===== config.mk =====
export PLATFORM = sky130hd
export DESIGN_NAME = ppp_host
export DESIGN_NICKNAME = d
export VERILOG_FILES = /design/src/include/ppp_pkg.sv /design/src/verilog/ppp_host.sv
export SDC_FILE = /design/constraint.sdc
export NUM_CORES = 1
export LEC_CHECK = 0
export ABC_AREA = 0
export CORE_MARGIN = 3
export CORE_UTILIZATION = 50
export CTS_CLUSTER_DIAMETER = 50
export DETAILED_ROUTE_END_ITERATION = 10
export DONT_BUFFER_PORTS = 1
export SETUP_SLACK_MARGIN = 0.1
export SLEW_MARGIN = 15
export SYNTH_ARGS = -nofsm -noshare
export SYNTH_HDL_FRONTEND = slang
export SYNTH_SLANG_ARGS = --single-unit

===== constraint.sdc =====
create_clock -name sys_clk -period 3.6 [get_ports sys_clk]
set_clock_uncertainty 0.05 [all_clocks]
set_input_delay 0.36 -clock sys_clk [delete_from_list [all_inputs] [get_ports sys_clk]]
set_output_delay 0.36 -clock sys_clk [all_outputs]
set_load 0.05 [all_outputs]

===== src/include/ppp_pkg.sv =====
// Package: constants, types and state layout for the parallel programming port controller
package ppp_pkg;

	localparam int    CLK_MHZ            = 125;
	// Timing figures as printed, and derived cycle counts
	localparam int    PULSE_NS           = 250;
	localparam int    PULSE_CYC          = (PULSE_NS * CLK_MHZ + 999) / 1000;
	localparam int    SETTLE_NS          = 100;
	localparam int    SETTLE_CYC         = (SETTLE_NS * CLK_MHZ + 999) / 1000;
	localparam int    POWER_US           = 100;
	localparam int    POWER_CYC          = POWER_US * CLK_MHZ;
	localparam int    ENTRY_TOGGLES      = 6;
	localparam int    BUSY_SEEN_CYC      = 4;

	// Software register offsets (word index on the plain port)
	localparam logic [3:0] REG_CTRL      = 4'h0;
	localparam logic [3:0] REG_STATUS    = 4'h1;
	localparam logic [3:0] REG_ADDR      = 4'h2;
	localparam logic [3:0] REG_DATA      = 4'h3;
	localparam logic [3:0] REG_CMD       = 4'h4;

	// Control register opcode field, bits 3:0
	localparam logic [3:0] OP_ENTER      = 4'h1;
	localparam logic [3:0] OP_ENTER_ALT  = 4'h2;
	localparam logic [3:0] OP_EXIT       = 4'h3;
	localparam logic [3:0] OP_CMD        = 4'h4;
	localparam logic [3:0] OP_ADDR_LO    = 4'h5;
	localparam logic [3:0] OP_ADDR_HI    = 4'h6;
	localparam logic [3:0] OP_DATA_LO    = 4'h7;
	localparam logic [3:0] OP_DATA_HI    = 4'h8;
	localparam logic [3:0] OP_LATCH      = 4'h9;
	localparam logic [3:0] OP_START      = 4'ha;
	localparam logic [3:0] OP_WORD       = 4'hb;

	// Status bits
	localparam int    ST_BUSY            = 0;
	localparam int    ST_PROG_MODE       = 1;
	localparam int    ST_DEV_READY       = 2;
	localparam int    ST_ERROR           = 3;

	// Device command bytes
	localparam logic [7:0] CMD_CHIP_ERASE  = 8'h80;
	localparam logic [7:0] CMD_WRITE_FLASH = 8'h10;
	localparam logic [7:0] CMD_NOP         = 8'h00;
	localparam logic [7:0] ERASED_BYTE     = 8'hff;

	// Action-select codes {hi, lo}
	localparam logic [1:0] ACT_ADDR      = 2'b00;
	localparam logic [1:0] ACT_DATA      = 2'b01;
	localparam logic [1:0] ACT_CMD       = 2'b10;
	localparam logic [1:0] ACT_IDLE      = 2'b11;

	typedef enum logic [3:0] {
		PPP_OFF, PPP_TOGGLE, PPP_SETUP, PPP_POWER, PPP_HOLD, PPP_READY,
		PPP_DRIVE, PPP_PULSE, PPP_RECOVER, PPP_WAIT_LOW, PPP_WAIT_HIGH
	} ppp_state_t;

	// Pins toward the device
	typedef struct packed {
		logic       supply_on;
		logic       reset_low;
		logic       reset_hv;
		logic       load_strobe_pin;
		logic       page_latch_strobe;
		logic       write_strobe_n;
		logic       action_select_hi;
		logic       action_select_lo;
		logic       byte_select_one;
		logic [7:0] data_out;
		logic       data_oe_n;
	} ppp_pins_t;

	typedef struct packed {
		logic [7:0] rdata;
		logic       rvalid;
	} ppp_rd_t;

endpackage : ppp_pkg


===== src/verilog/ppp_host.sv =====
// Host-side controller that drives the parallel programming port of the device
// Operation
// - Hold reset low, toggle clock pin six times
// - Select pins 0000 for 100 ns first
// - Keep select pins still 100 ns after
// - Alternative entry: supply and high voltage together
// - Alternative entry then fuse rewrite, re-enter
// - Skip writing erased value after erase; the code skips only an OP_DATA_LO load of ERASED_BYTE, with control bit 4 set
// - Chip erase before reprogramming memories
// - Action 10, byte select low loads command
// - Chip erase command, write pulse, await ready
// - Page latch with byte select high buffers word
// - Repeat address, data, latch to fill page
// - Write pulse programs whole buffered page
//
// Added by the designer: the placing of the registers and the plain strobed port.
module ppp_host #(
	parameter int POWER_CYCLES = ppp_pkg::POWER_CYC,
	parameter int BUSY_TIMEOUT = 1000000
) (
	// Clock and reset
	input  wire logic             sys_clk,
	input  wire logic             srst,
	// Software register port
	input  wire logic [3:0]       reg_addr,
	input  wire logic [15:0]      reg_wdata,
	input  wire logic             reg_wr,
	input  wire logic             reg_rd,
	output logic [15:0]           reg_rdata,
	// Device pins
	output ppp_pkg::ppp_pins_t    pins,
	input  wire logic             ready_busy_out,
	input  wire logic [7:0]       data_in
);

	typedef struct packed {
		ppp_pkg::ppp_state_t state;
		ppp_pkg::ppp_pins_t  pins;
		logic [3:0]          op;
		logic [3:0]          step;
		logic [23:0]         cnt;
		logic [31:0]         tmo;
		logic                alt;
		logic                prog_mode;
		logic                busy;
		logic                error;
		logic                skip_ff;
		logic [15:0]         addr;
		logic [15:0]         data;
		logic [7:0]          cmd;
		logic [15:0]         rdata;
	} ppp_host_st_t;

	ppp_host_st_t r;
	ppp_host_st_t next_r;

	localparam logic [23:0] PULSE_W  = 24'(ppp_pkg::PULSE_CYC);
	localparam logic [23:0] SETTLE_W = 24'(ppp_pkg::SETTLE_CYC);
	localparam logic [23:0] POWER_W  = 24'(POWER_CYCLES);
	localparam logic [23:0] SEEN_W   = 24'(ppp_pkg::BUSY_SEEN_CYC);
	localparam logic [31:0] TMO_W    = 32'(BUSY_TIMEOUT);
	localparam logic [3:0]  TOG_W    = 4'(2 * ppp_pkg::ENTRY_TOGGLES);

	assign pins      = r.pins;
	assign reg_rdata = r.rdata;

	////////////////////////////////////////////////////////////////////////////////
	// Next-state logic

	always_comb begin
		logic       launch;
		logic       strobe_op;
		logic [1:0] act;
		logic       bsel;
		logic [7:0] byte_v;
		launch    = 1'b0;
		strobe_op = 1'b0;
		act       = ppp_pkg::ACT_IDLE;
		bsel      = 1'b0;
		byte_v    = 8'h00;
		next_r    = r;

		////////////////////////////////////////////////////////////////////////////////
		// Register reads answer in the following cycle
		next_r.rdata = 16'h0000;
		if (reg_rd) begin
			case (reg_addr)
				ppp_pkg::REG_STATUS: next_r.rdata = {12'h000, r.error, ready_busy_out, r.prog_mode, r.busy};
				ppp_pkg::REG_ADDR:   next_r.rdata = r.addr;
				ppp_pkg::REG_DATA:   next_r.rdata = r.data;
				ppp_pkg::REG_CMD:    next_r.rdata = {8'h00, r.cmd};
				default:             next_r.rdata = 16'h0000;
			endcase
		end

		// Register writes
		if (reg_wr) begin
			case (reg_addr)
				ppp_pkg::REG_ADDR: next_r.addr = reg_wdata;
				ppp_pkg::REG_DATA: next_r.data = reg_wdata;
				ppp_pkg::REG_CMD:  next_r.cmd  = reg_wdata[7:0];
				ppp_pkg::REG_CTRL: begin
					next_r.skip_ff = reg_wdata[4];
					if (!r.busy) begin
						launch       = 1'b1;
						next_r.op    = reg_wdata[3:0];
						next_r.error = 1'b0;
					end
				end
				default: ;
			endcase
		end

		if (launch) begin
			next_r.busy = 1'b1;
			next_r.step = 4'h0;
			next_r.cnt  = 24'h0;
			case (reg_wdata[3:0])
				ppp_pkg::OP_ENTER: begin
					// Reset low, select pins low, then toggle the clock pin
					next_r.pins             = '0;
					next_r.pins.data_oe_n   = 1'b1;
					next_r.pins.supply_on   = 1'b1;
					next_r.pins.reset_low   = 1'b1;
					next_r.pins.write_strobe_n = 1'b1;
					next_r.alt              = 1'b0;
					// A new entry drops the old mode until the sequence ends
					next_r.prog_mode        = 1'b0;
					next_r.state            = ppp_pkg::PPP_TOGGLE;
				end
				ppp_pkg::OP_ENTER_ALT: begin
					// Select pins 0000 before supply and high voltage rise together
					next_r.pins             = '0;
					next_r.pins.data_oe_n   = 1'b1;
					next_r.pins.write_strobe_n = 1'b1;
					next_r.alt              = 1'b1;
					next_r.prog_mode        = 1'b0;
					next_r.state            = ppp_pkg::PPP_SETUP;
				end
				ppp_pkg::OP_EXIT: begin
					next_r.pins.reset_hv    = 1'b0;
					next_r.pins.reset_low   = 1'b1;
					next_r.pins.data_oe_n   = 1'b1;
					next_r.prog_mode        = 1'b0;
					// Strobes idle and entry flag clear so a later entry starts clean
					next_r.pins.load_strobe_pin   = 1'b0;
					next_r.pins.page_latch_strobe = 1'b0;
					next_r.alt              = 1'b0;
					next_r.busy             = 1'b0;
					next_r.state            = ppp_pkg::PPP_OFF;
				end
				default: begin
					if (r.prog_mode)
						next_r.state = ppp_pkg::PPP_DRIVE;
					else begin
						next_r.busy  = 1'b0;
						next_r.error = 1'b1;
					end
				end
			endcase
		end

		////////////////////////////////////////////////////////////////////////////////
		// Pin setup for the operation in flight
		case (r.op)
			ppp_pkg::OP_CMD:     begin act = ppp_pkg::ACT_CMD;  bsel = 1'b0; byte_v = r.cmd;        end
			ppp_pkg::OP_ADDR_LO: begin act = ppp_pkg::ACT_ADDR; bsel = 1'b0; byte_v = r.addr[7:0];  end
			ppp_pkg::OP_ADDR_HI: begin act = ppp_pkg::ACT_ADDR; bsel = 1'b1; byte_v = r.addr[15:8]; end
			ppp_pkg::OP_DATA_LO: begin act = ppp_pkg::ACT_DATA; bsel = 1'b0; byte_v = r.data[7:0];  end
			ppp_pkg::OP_DATA_HI: begin act = ppp_pkg::ACT_DATA; bsel = 1'b1; byte_v = r.data[15:8]; end
			ppp_pkg::OP_LATCH:   begin act = ppp_pkg::ACT_IDLE; bsel = 1'b1; end
			ppp_pkg::OP_START:   begin act = ppp_pkg::ACT_IDLE; bsel = 1'b0; end
			ppp_pkg::OP_WORD: begin
				// Address low, data low, data high, latch: one page-buffer word
				act  = (r.step == 4'h0) ? ppp_pkg::ACT_ADDR : ppp_pkg::ACT_DATA;
				bsel = (r.step >= 4'h2);
				case (r.step)
					4'h0:    byte_v = r.addr[7:0];
					4'h1:    byte_v = r.data[7:0];
					default: byte_v = r.data[15:8];
				endcase
			end
			default: ;
		endcase
		// Start pulses go out with byte select low and the data bus released
		strobe_op = (r.op == ppp_pkg::OP_START);

		////////////////////////////////////////////////////////////////////////////////
		// Sequencer
		case (r.state)
			ppp_pkg::PPP_TOGGLE: begin
				next_r.cnt = r.cnt + 24'h1;
				if (r.cnt == PULSE_W - 24'h1) begin
					next_r.cnt                  = 24'h0;
					next_r.step                 = r.step + 4'h1;
					next_r.pins.load_strobe_pin = ~r.pins.load_strobe_pin;
					if (r.step == TOG_W - 4'h1) begin
						next_r.pins.load_strobe_pin = 1'b0;
						next_r.state                = ppp_pkg::PPP_SETUP;
					end
				end
			end
			ppp_pkg::PPP_SETUP: begin
				// Select pins already at 0000; hold them
				next_r.cnt = r.cnt + 24'h1;
				if (r.cnt == SETTLE_W) begin
					next_r.cnt            = 24'h0;
					next_r.pins.reset_low = 1'b0;
					next_r.pins.reset_hv  = 1'b1;
					next_r.pins.supply_on = 1'b1;
					next_r.state          = r.alt ? ppp_pkg::PPP_POWER : ppp_pkg::PPP_HOLD;
				end
			end
			ppp_pkg::PPP_POWER: begin
				next_r.cnt = r.cnt + 24'h1;
				if (r.cnt == POWER_W)
					next_r.state = ppp_pkg::PPP_READY;
			end
			ppp_pkg::PPP_HOLD: begin
				// Select pins stay still after the high voltage arrives
				next_r.cnt = r.cnt + 24'h1;
				if (r.cnt == SETTLE_W)
					next_r.state = ppp_pkg::PPP_READY;
			end
			ppp_pkg::PPP_READY: begin
				next_r.prog_mode = 1'b1;
				next_r.busy      = 1'b0;
				next_r.state     = ppp_pkg::PPP_OFF;
			end
			ppp_pkg::PPP_DRIVE: begin
				next_r.pins.action_select_hi = act[1];
				next_r.pins.action_select_lo = act[0];
				next_r.pins.byte_select_one  = bsel;
				next_r.pins.data_out         = byte_v;
				next_r.pins.data_oe_n        = (r.op == ppp_pkg::OP_LATCH) || strobe_op;
				next_r.cnt                   = r.cnt + 24'h1;
				if (r.op == ppp_pkg::OP_DATA_LO && r.skip_ff && r.data[7:0] == ppp_pkg::ERASED_BYTE) begin
					next_r.busy  = 1'b0;
					next_r.state = ppp_pkg::PPP_OFF;
				end else if (r.cnt == SETTLE_W) begin
					next_r.cnt   = 24'h0;
					next_r.state = ppp_pkg::PPP_PULSE;
					if (strobe_op && !ready_busy_out) begin
						next_r.tmo   = 32'h0;
						next_r.state = ppp_pkg::PPP_WAIT_HIGH;
					end else if (strobe_op)
						next_r.pins.write_strobe_n = 1'b0;
					else if (r.op == ppp_pkg::OP_LATCH)
						next_r.pins.page_latch_strobe = 1'b1;
					else
						next_r.pins.load_strobe_pin = 1'b1;
				end
			end
			ppp_pkg::PPP_PULSE: begin
				next_r.cnt = r.cnt + 24'h1;
				if (r.cnt == PULSE_W - 24'h1) begin
					next_r.cnt                    = 24'h0;
					next_r.pins.load_strobe_pin   = 1'b0;
					next_r.pins.page_latch_strobe = 1'b0;
					next_r.pins.write_strobe_n    = 1'b1;
					next_r.state = strobe_op ? ppp_pkg::PPP_WAIT_LOW : ppp_pkg::PPP_RECOVER;
				end
			end
			ppp_pkg::PPP_RECOVER: begin
				next_r.cnt = r.cnt + 24'h1;
				if (r.cnt == PULSE_W - 24'h1) begin
					next_r.cnt  = 24'h0;
					next_r.step = r.step + 4'h1;
					if (r.op == ppp_pkg::OP_WORD && r.step != 4'h3)
						next_r.state = (r.step == 4'h2) ? ppp_pkg::PPP_DRIVE : ppp_pkg::PPP_DRIVE;
					else begin
						next_r.busy  = 1'b0;
						next_r.state = ppp_pkg::PPP_OFF;
					end
					if (r.op == ppp_pkg::OP_WORD && r.step == 4'h2)
						next_r.op = ppp_pkg::OP_WORD;
				end
			end
			ppp_pkg::PPP_WAIT_LOW: begin
				// Give the device a few cycles to pull ready/busy low
				next_r.cnt = r.cnt + 24'h1;
				if (!ready_busy_out || r.cnt == SEEN_W) begin
					next_r.tmo   = 32'h0;
					next_r.state = ppp_pkg::PPP_WAIT_HIGH;
				end
			end
			ppp_pkg::PPP_WAIT_HIGH: begin
				// Erase or page program runs until ready/busy returns high
				next_r.tmo = r.tmo + 32'h1;
				if (ready_busy_out) begin
					next_r.busy  = 1'b0;
					next_r.state = ppp_pkg::PPP_OFF;
				end else if (r.tmo == TMO_W) begin
					next_r.busy  = 1'b0;
					next_r.error = 1'b1;
					next_r.state = ppp_pkg::PPP_OFF;
				end
			end
			default: ;
		endcase

		// Word sequence: step 3 is the page latch
		if (r.op == ppp_pkg::OP_WORD && r.state == ppp_pkg::PPP_DRIVE && r.step == 4'h3) begin
			next_r.pins.data_oe_n        = 1'b1;
			next_r.pins.byte_select_one  = 1'b1;
			next_r.pins.action_select_hi = 1'b1;
			next_r.pins.action_select_lo = 1'b1;
			if (r.cnt == SETTLE_W) begin
				next_r.pins.load_strobe_pin   = 1'b0;
				next_r.pins.page_latch_strobe = 1'b1;
			end
		end
	end

	////////////////////////////////////////////////////////////////////////////////
	// State register

	always_ff @(posedge sys_clk) begin
		if (srst) begin
			r                     <= '0;
			r.state               <= ppp_pkg::PPP_OFF;
			r.pins.reset_low      <= 1'b1;
			r.pins.write_strobe_n <= 1'b1;
			r.pins.data_oe_n      <= 1'b1;
		end else begin
			r <= next_r;
		end
	end

endmodule : ppp_host


==> results of run 1 <==
layout make-up:
type,count,share of cell area
clock buffers,20,0.0537
clock inverters,11,0.0185
inverters,16,0.00722
multi-input cells,756,0.520
flip-flops and latches,147,0.354
well taps,184,0.0277
repair buffers,19,0.0195
worst reg2reg max path: stages, from the launching register on:
cell and delay [ns]:
dfxtp_1 0.36, nor3_1 0.52, nand3_1 0.55, o21ai_0 0.52, o21ai_0 0.18, a2111oi_0 0.52, a31oi_1 0.15
power by group:
| group | internal (W) | switching [W] | total [W] |
|---|---|---|---|
| clock network | 0.00111 | 0.000691 | 0.00180 |
| logic | 0.0000262 | 0.0000598 | 0.0000860 |
| registers | 0.00163 | 0.00000904 | 0.00164 |
state kept, by name, indices dropped and copies added (netlist names):
signal,cells
pins,18
reg_rdata,16
r,113
per-layer routing:
layer  up-vias  share of wire  global-route usage
met5         -              0                   0
li1       3540              -                   -
met2       243           0.49               0.439
met4         0          0.018              0.0744
met1      3527           0.42               0.328
met3        38          0.066              0.0671
timing repair:
item / CTS / global route
hold buffers: 1 / 0
hold endpoints to repair: 69 / 0
gates resized for setup: 0 / 0
cells by family (layout without fill, tap and decap cells):
kind of cell    count (synthesis)  in the layout
xor+xnor                       21             21
flops                         147            147
fa+ha+maj                       9              9
mux                             4              4
simple gates                  446            446
compound gates                276            276
buf+inv                       102             66
final timing paths:
path                                         start                 end  slack (ns)  cells after the start
worst max register to register  r[98]$_SDFFE_PP0P_   r[144]$_SDFF_PP0_        0.62                      6
worst min register to register  r[33]$_SDFFE_PP0P_  r[33]$_SDFFE_PP0P_        0.43                      2
worst min-delay path                 reg_wdata[14]  r[54]$_SDFFE_PP0P_        0.02                      2
worst max-delay path            r[98]$_SDFFE_PP0P_   r[144]$_SDFF_PP0_        0.62                      6
cell usage after synthesis, types with 5 or more instances:
master,instances
a21o_1,10
o21ai_0,40
nand3_1,41
nor2b_1,13
or4_1,14
o211ai_1,6
a211oi_1,6
a31oi_1,14
dfxtp_1,147
nand4_1,19
o31ai_1,15
nand2b_1,9
o21a_1,6
buf_4,34
o2111ai_1,5
a22oi_1,21
clkbuf_1,45
nor3_1,18
a222oi_1,11
xor2_1,11
ha_1,9
nor2_1,87
nor4_1,15
and3_1,13
inv_1,15
or3_1,18
xnor2_1,10
nand2_1,160
or2_2,6
a21oi_1,109
and4_1,5
stage by stage:
step	utilization	hold WS [ns]
final	0.560	0.0245
after global routing	0.560	0.00708
after CTS	0.560	0.00613
after detailed placement	0.518	0.401
after global placement	0.518	0.402
after floorplan	-	0.387
==> impl_metrics.yaml, run 1 <==
critical_path:
  path_max_fanout: 13
  crit_slowest_cell: "nand3_1"
  path_delay_family: "compound AO/OA/AOI/OAI gates"
  crit_chain: "nor3_1, nand3_1, o21ai_0, o21ai_0, a2111oi_0, a31oi_1"
  crit_required_ns: 3.83
  crit_arrival_ns: 3.21
  worstSetupEndpointType: "flip-flop"
  cpPeakStageDelay_ns: 0.55
  cp.buffers_inverters: 0
  cpMostUsedCell: "o21ai_0"
  crit_type: "reg -> reg"
  cp-start-kind: "flip-flop"
job:
  drv_cap: 0
synthesis:
  synth_simple_gate_area_frac: 0.288
  synth_adder_area_share: 0.0145
  synth.ff_latch_count: 147
  synth_area_per_cell_um2: 7.75
  synth_enable_flop_cells: 0
  synth_compound_area_frac: 0.223
  postSynth.asyncResetShare: 0
  yosysSeqAreaShare: 0.378
  netlist_instances: 1005
  synth_xor_area_frac: 0.0236
  synth_top_cell_by_area: "dfxtp_1"
  netlist_area_mm2: 0.00779
  synth_top_area_frac: 0.378
  synth_top_family_by_area: "simple AND/OR/NAND/NOR gates"
  synth_nets: 1047
  synth_area_leaders: "dfxtp_1 (38%), nand2_1 (7.7%), a21oi_1 (7.0%)"
  muxShareOfSynthArea: 0.00514
  ys.flop_type: "dfxtp_1"
  yosysWarnings: 0
  ys_types: 66
sta:
  setup_viol: 0
  timing.fmax_mhz: 336
  worstMarginPinSlew_ns: 1.02
  fin_crit_ns: 2.98
  worst_slack_ns: 0.625
  setup_tns_ns: 0
  hold_violations: 0
  slew_viol_final: 0
  period_share: 0.826
  rsz0062_at_grt: "no"
  relSlewSlack: 0.320
placement:
  io_buffers: 0
  gp_congestion: 0.970
  dp_hpwl_um: 15600
  pre_cts_ws_ns: 0.732
  dpl_cell_area_mm2: 0.00769
  dp_cells: 1121
global_route:
  grt_pass1_wl_um: 35500
  track_usage: 0.260
  grt_pass1_vias: 6830
  grt_overflow: 0
  antenna_found_initial: 0
  grt_max_degree: 70
clock_tree:
  clkTransAtPathRegs_ns: 0.06
  cts.sinks: 147
  clockBufferDepth: 2
  post_cts_buffers: 0
  numCtsBuffers: 17
  h-tree-depth: 4
  cts-root-buf: "clkbuf_16"
  clk_latency_ns: 0.42
  cts_tree: "built"
floorplanning:
  die_height_um: 131
  core_area_mm2: 0.0149
  die_x_um: 131
  dieArea_mm2: 0.0171
  std_cell_rows: 44
  num_io_pins: 67
  start_util: 0.524
worst_hold_path:
  hold_class: "in -> reg"
finish:
  drive_gt1_frac: 0.0691
  area_growth_pct: 6.86
  final_common_cell: "nand2_1"
  multi_input_area_mm2: 0.00432
  fill_cells: 1360
  final_cell_mix: "nand2_1 (160), dfxtp_1 (147), a21oi_1 (109)"
  final_cells: 1153
  final_nets: 999
  fin_area_mm2: 0.00832
  diodes: 0
  seq_area_mm2: 0.00294
drt:
  avgViaCountPerCell: 6.37
  detail_route.wl_per_cell_um: 18.9
  routed_wl_um: 21800
  first_pass_iters: 9
  ant_nets: 0
  vias: 7348
  drt_iter0_markers: 565
  drcViolationCount: 0
power:
  ir_drop_uv: 378
  power_density_mw_per_mm2: 424
  p_leak_nw: 2.54
  p_total_w: 0.00353
status:
  status: "finished clean"
(Power assumes the default switching activity.)
==> inputs of run 2 (changes only) <==
--- a/config.mk
+++ b/config.mk
@@ -11,6 +11,7 @@
 export CTS_CLUSTER_DIAMETER = 50
 export DETAILED_ROUTE_END_ITERATION = 10
 export DONT_BUFFER_PORTS = 1
+export PLACE_DENSITY = 0.68
 export SETUP_SLACK_MARGIN = 0.1
 export SLEW_MARGIN = 15
 export SYNTH_ARGS = -nofsm -noshare
==> constraint.sdc (replaced) <==
create_clock -name sys_clk -period 2.6 [get_ports sys_clk]
set_clock_uncertainty 0.05 [all_clocks]
set_input_delay 0.26 -clock sys_clk [delete_from_list [all_inputs] [get_ports sys_clk]]
set_output_delay 0.26 -clock sys_clk [all_outputs]
set_load 0.05 [all_outputs]
==> run 2 against run 1 <==
  * Clock power is 43% higher
  * Largest power group unchanged
  * Largest cell class unchanged
  * Utilization is 5.6 points higher
  * Combinational power is 87% higher
  * Total power is 42% higher
  * Critical endpoint is now r[69]$_SDFFE_PP0P_
==> impl_metrics.yaml, run 2 (synthesized netlist as in run 1, its figures left out) <==
sta:
  setup_tns_ns: 0
  relSlewSlack: 0.455
  rsz0062_at_grt: "yes"
  worstMarginPinSlew_ns: 0.816
  setup_viol: 0
  fin_crit_ns: 2.55
  period_share: 0.982
  slew_viol_final: 0
  hold_violations: 0
  timing.fmax_mhz: 392
  holdWs_ns: 0.00515
drt:
  detail_route.wl_per_cell_um: 18.6
  vias: 7640
  drt_iter0_markers: 647
  avgViaCountPerCell: 6.22
  ant_nets: 0
  first_pass_iters: 6
  drcViolationCount: 0
  routed_wl_um: 22800
finish:
  fin_area_mm2: 0.00915
  final_nets: 1073
  final_core_util: 0.615
  largest_register_ffs: 113
  top_register: "r"
  drive_gt1_frac: 0.140
  area_growth_pct: 17.5
  final_cell_mix: "nand2_1 (160), dfxtp_1 (145), a21oi_1 (104)"
  fill_cells: 1353
  seq_area_mm2: 0.00295
  diodes: 0
  multi_input_area_mm2: 0.00445
  final_common_cell: "nand2_1"
floorplanning:
  std_cell_rows: 44
  die_x_um: 131
  dieArea_mm2: 0.0171
  start_util: 0.524
  core_area_mm2: 0.0149
  die_height_um: 131
  num_io_pins: 67
global_route:
  antenna_found_initial: 0
  grt_pass1_vias: 7010
  grt_pass1_wl_um: 35400
  track_usage: 0.262
  grt_max_degree: 72
  grt_overflow: 0
status:
  status: "finished clean"
critical_path:
  cpPeakStageDelay_ns: 0.37
  crit_slowest_cell: "nor4_4"
  r2r_cells: 10
  crit_chain: "nor4_4, buf_4, nand4b_4, nor4_4, buf_4, o2111ai_4, buf_6, clkbuf_16, or3_4, a21oi_2"
  path_max_fanout: 6
  crit_required_ns: 2.92
  worstSetupEndpointType: "flip-flop"
  crit_arrival_ns: 2.87
  crit_type: "reg -> reg"
  cp-start-kind: "flip-flop"
power:
  ir_drop_uv: 441
  p_seq_frac: 0.454
  switching_share: 0.231
  internal_power_w: 0.00385
  pwr-share-comb: 0.032
  clockPowerShare: 0.514
  p_leak_nw: 2.99
  p_total_w: 0.00501
  switching_power_w: 0.00116
  power_density_mw_per_mm2: 548
clock_tree:
  cts_tree: "built"
  clockBufferDepth: 2
  cts.sinks: 147
  clkTransAtPathRegs_ns: 0.06
  clk_latency_ns: 0.43
  cts-root-buf: "clkbuf_16"
  h-tree-depth: 4
  numCtsBuffers: 17
placement:
  io_buffers: 0
  dp_hpwl_um: 15200
  gp_congestion: 0.980
  dpl_cell_area_mm2: 0.00809
worst_hold_path:
  hold-path-cell-count: 2
  hold_class: "in -> reg"
job:
  drv_cap: 0
[run 2: cell count changes in the layout (fill, tap and decap cells not counted), sizes merged]
cell         delta
buf            +54
dlygate4sd3    +17
clkinv          +3
clkinvlp        -3
clkbuf          +2
inv             +2
[run 2: area by class of cell]
cell class              instances  share of cell area
repair buffers                 93              0.0934
flip-flops and latches        147               0.322
multi-input cells             756               0.486
well taps                     184              0.0252
clock buffers                  19              0.0473
inverters                      16             0.00657
clock inverters                13              0.0193
[run 2: worst paths after layout]
kind                       start                  to  slack, ns
max          r[108]$_SDFFE_PP0P_  r[69]$_SDFFE_PP0P_       0.05
min                 reg_wdata[1]  r[60]$_SDFFE_PP0P_      0.005
max reg2reg  r[108]$_SDFFE_PP0P_  r[69]$_SDFFE_PP0P_       0.05
min reg2reg   r[46]$_SDFFE_PP0P_  r[46]$_SDFFE_PP0P_       0.42
[run 2: metrics by stage]
stage / setup slack [ns] / cells
after floorplan: 0.259 / 1005
after detailed placement: 0.0181 / 1168
after global placement: 0.0759 / 1168
after global routing: -0.0329 / 1228
final: 0.0463 / 1228
after CTS: 0.0796 / 1220
[run 2: critical path: cells and delay by family, from the launching register on]
kind / cells / cell delay, ns
DFF: 1 / 0.34
AOI/OAI and AO/OA: 2 / 0.28
buffers and inverters: 4 / 0.68
and+or+nand+nor: 4 / 1.14
[run 2: per-layer routing]
metal	global-route usage	wire length, um
met5	0	0
met1	0.317	9430
met2	0.441	11200
met3	0.0667	1480
met4	0.114	768
[run 2: what timing repair did]
item | 4_1_cts | 5_1_grt
endpoints found under the hold margin | 70 | 0
hold buffers | 18 | 0
gates resized for setup | 3 | 26
setup buffers | 2 | 5
cloned | 0 | 3
setup endpoints to repair | 9 | 43
pin swaps | 1 | 22
[run 2: power groups by stage]
stage / logic, W / clock network, W / registers, W
floorplan: 0.0000928 / 0 / 0.00232
global placement: 0.000106 / 0 / 0.00232
detailed placement: 0.000107 / 0 / 0.00232
CTS: 0.000158 / 0.00259 / 0.00227
global route: 0.000174 / 0.00269 / 0.00227
finish: 0.000161 / 0.00258 / 0.00227
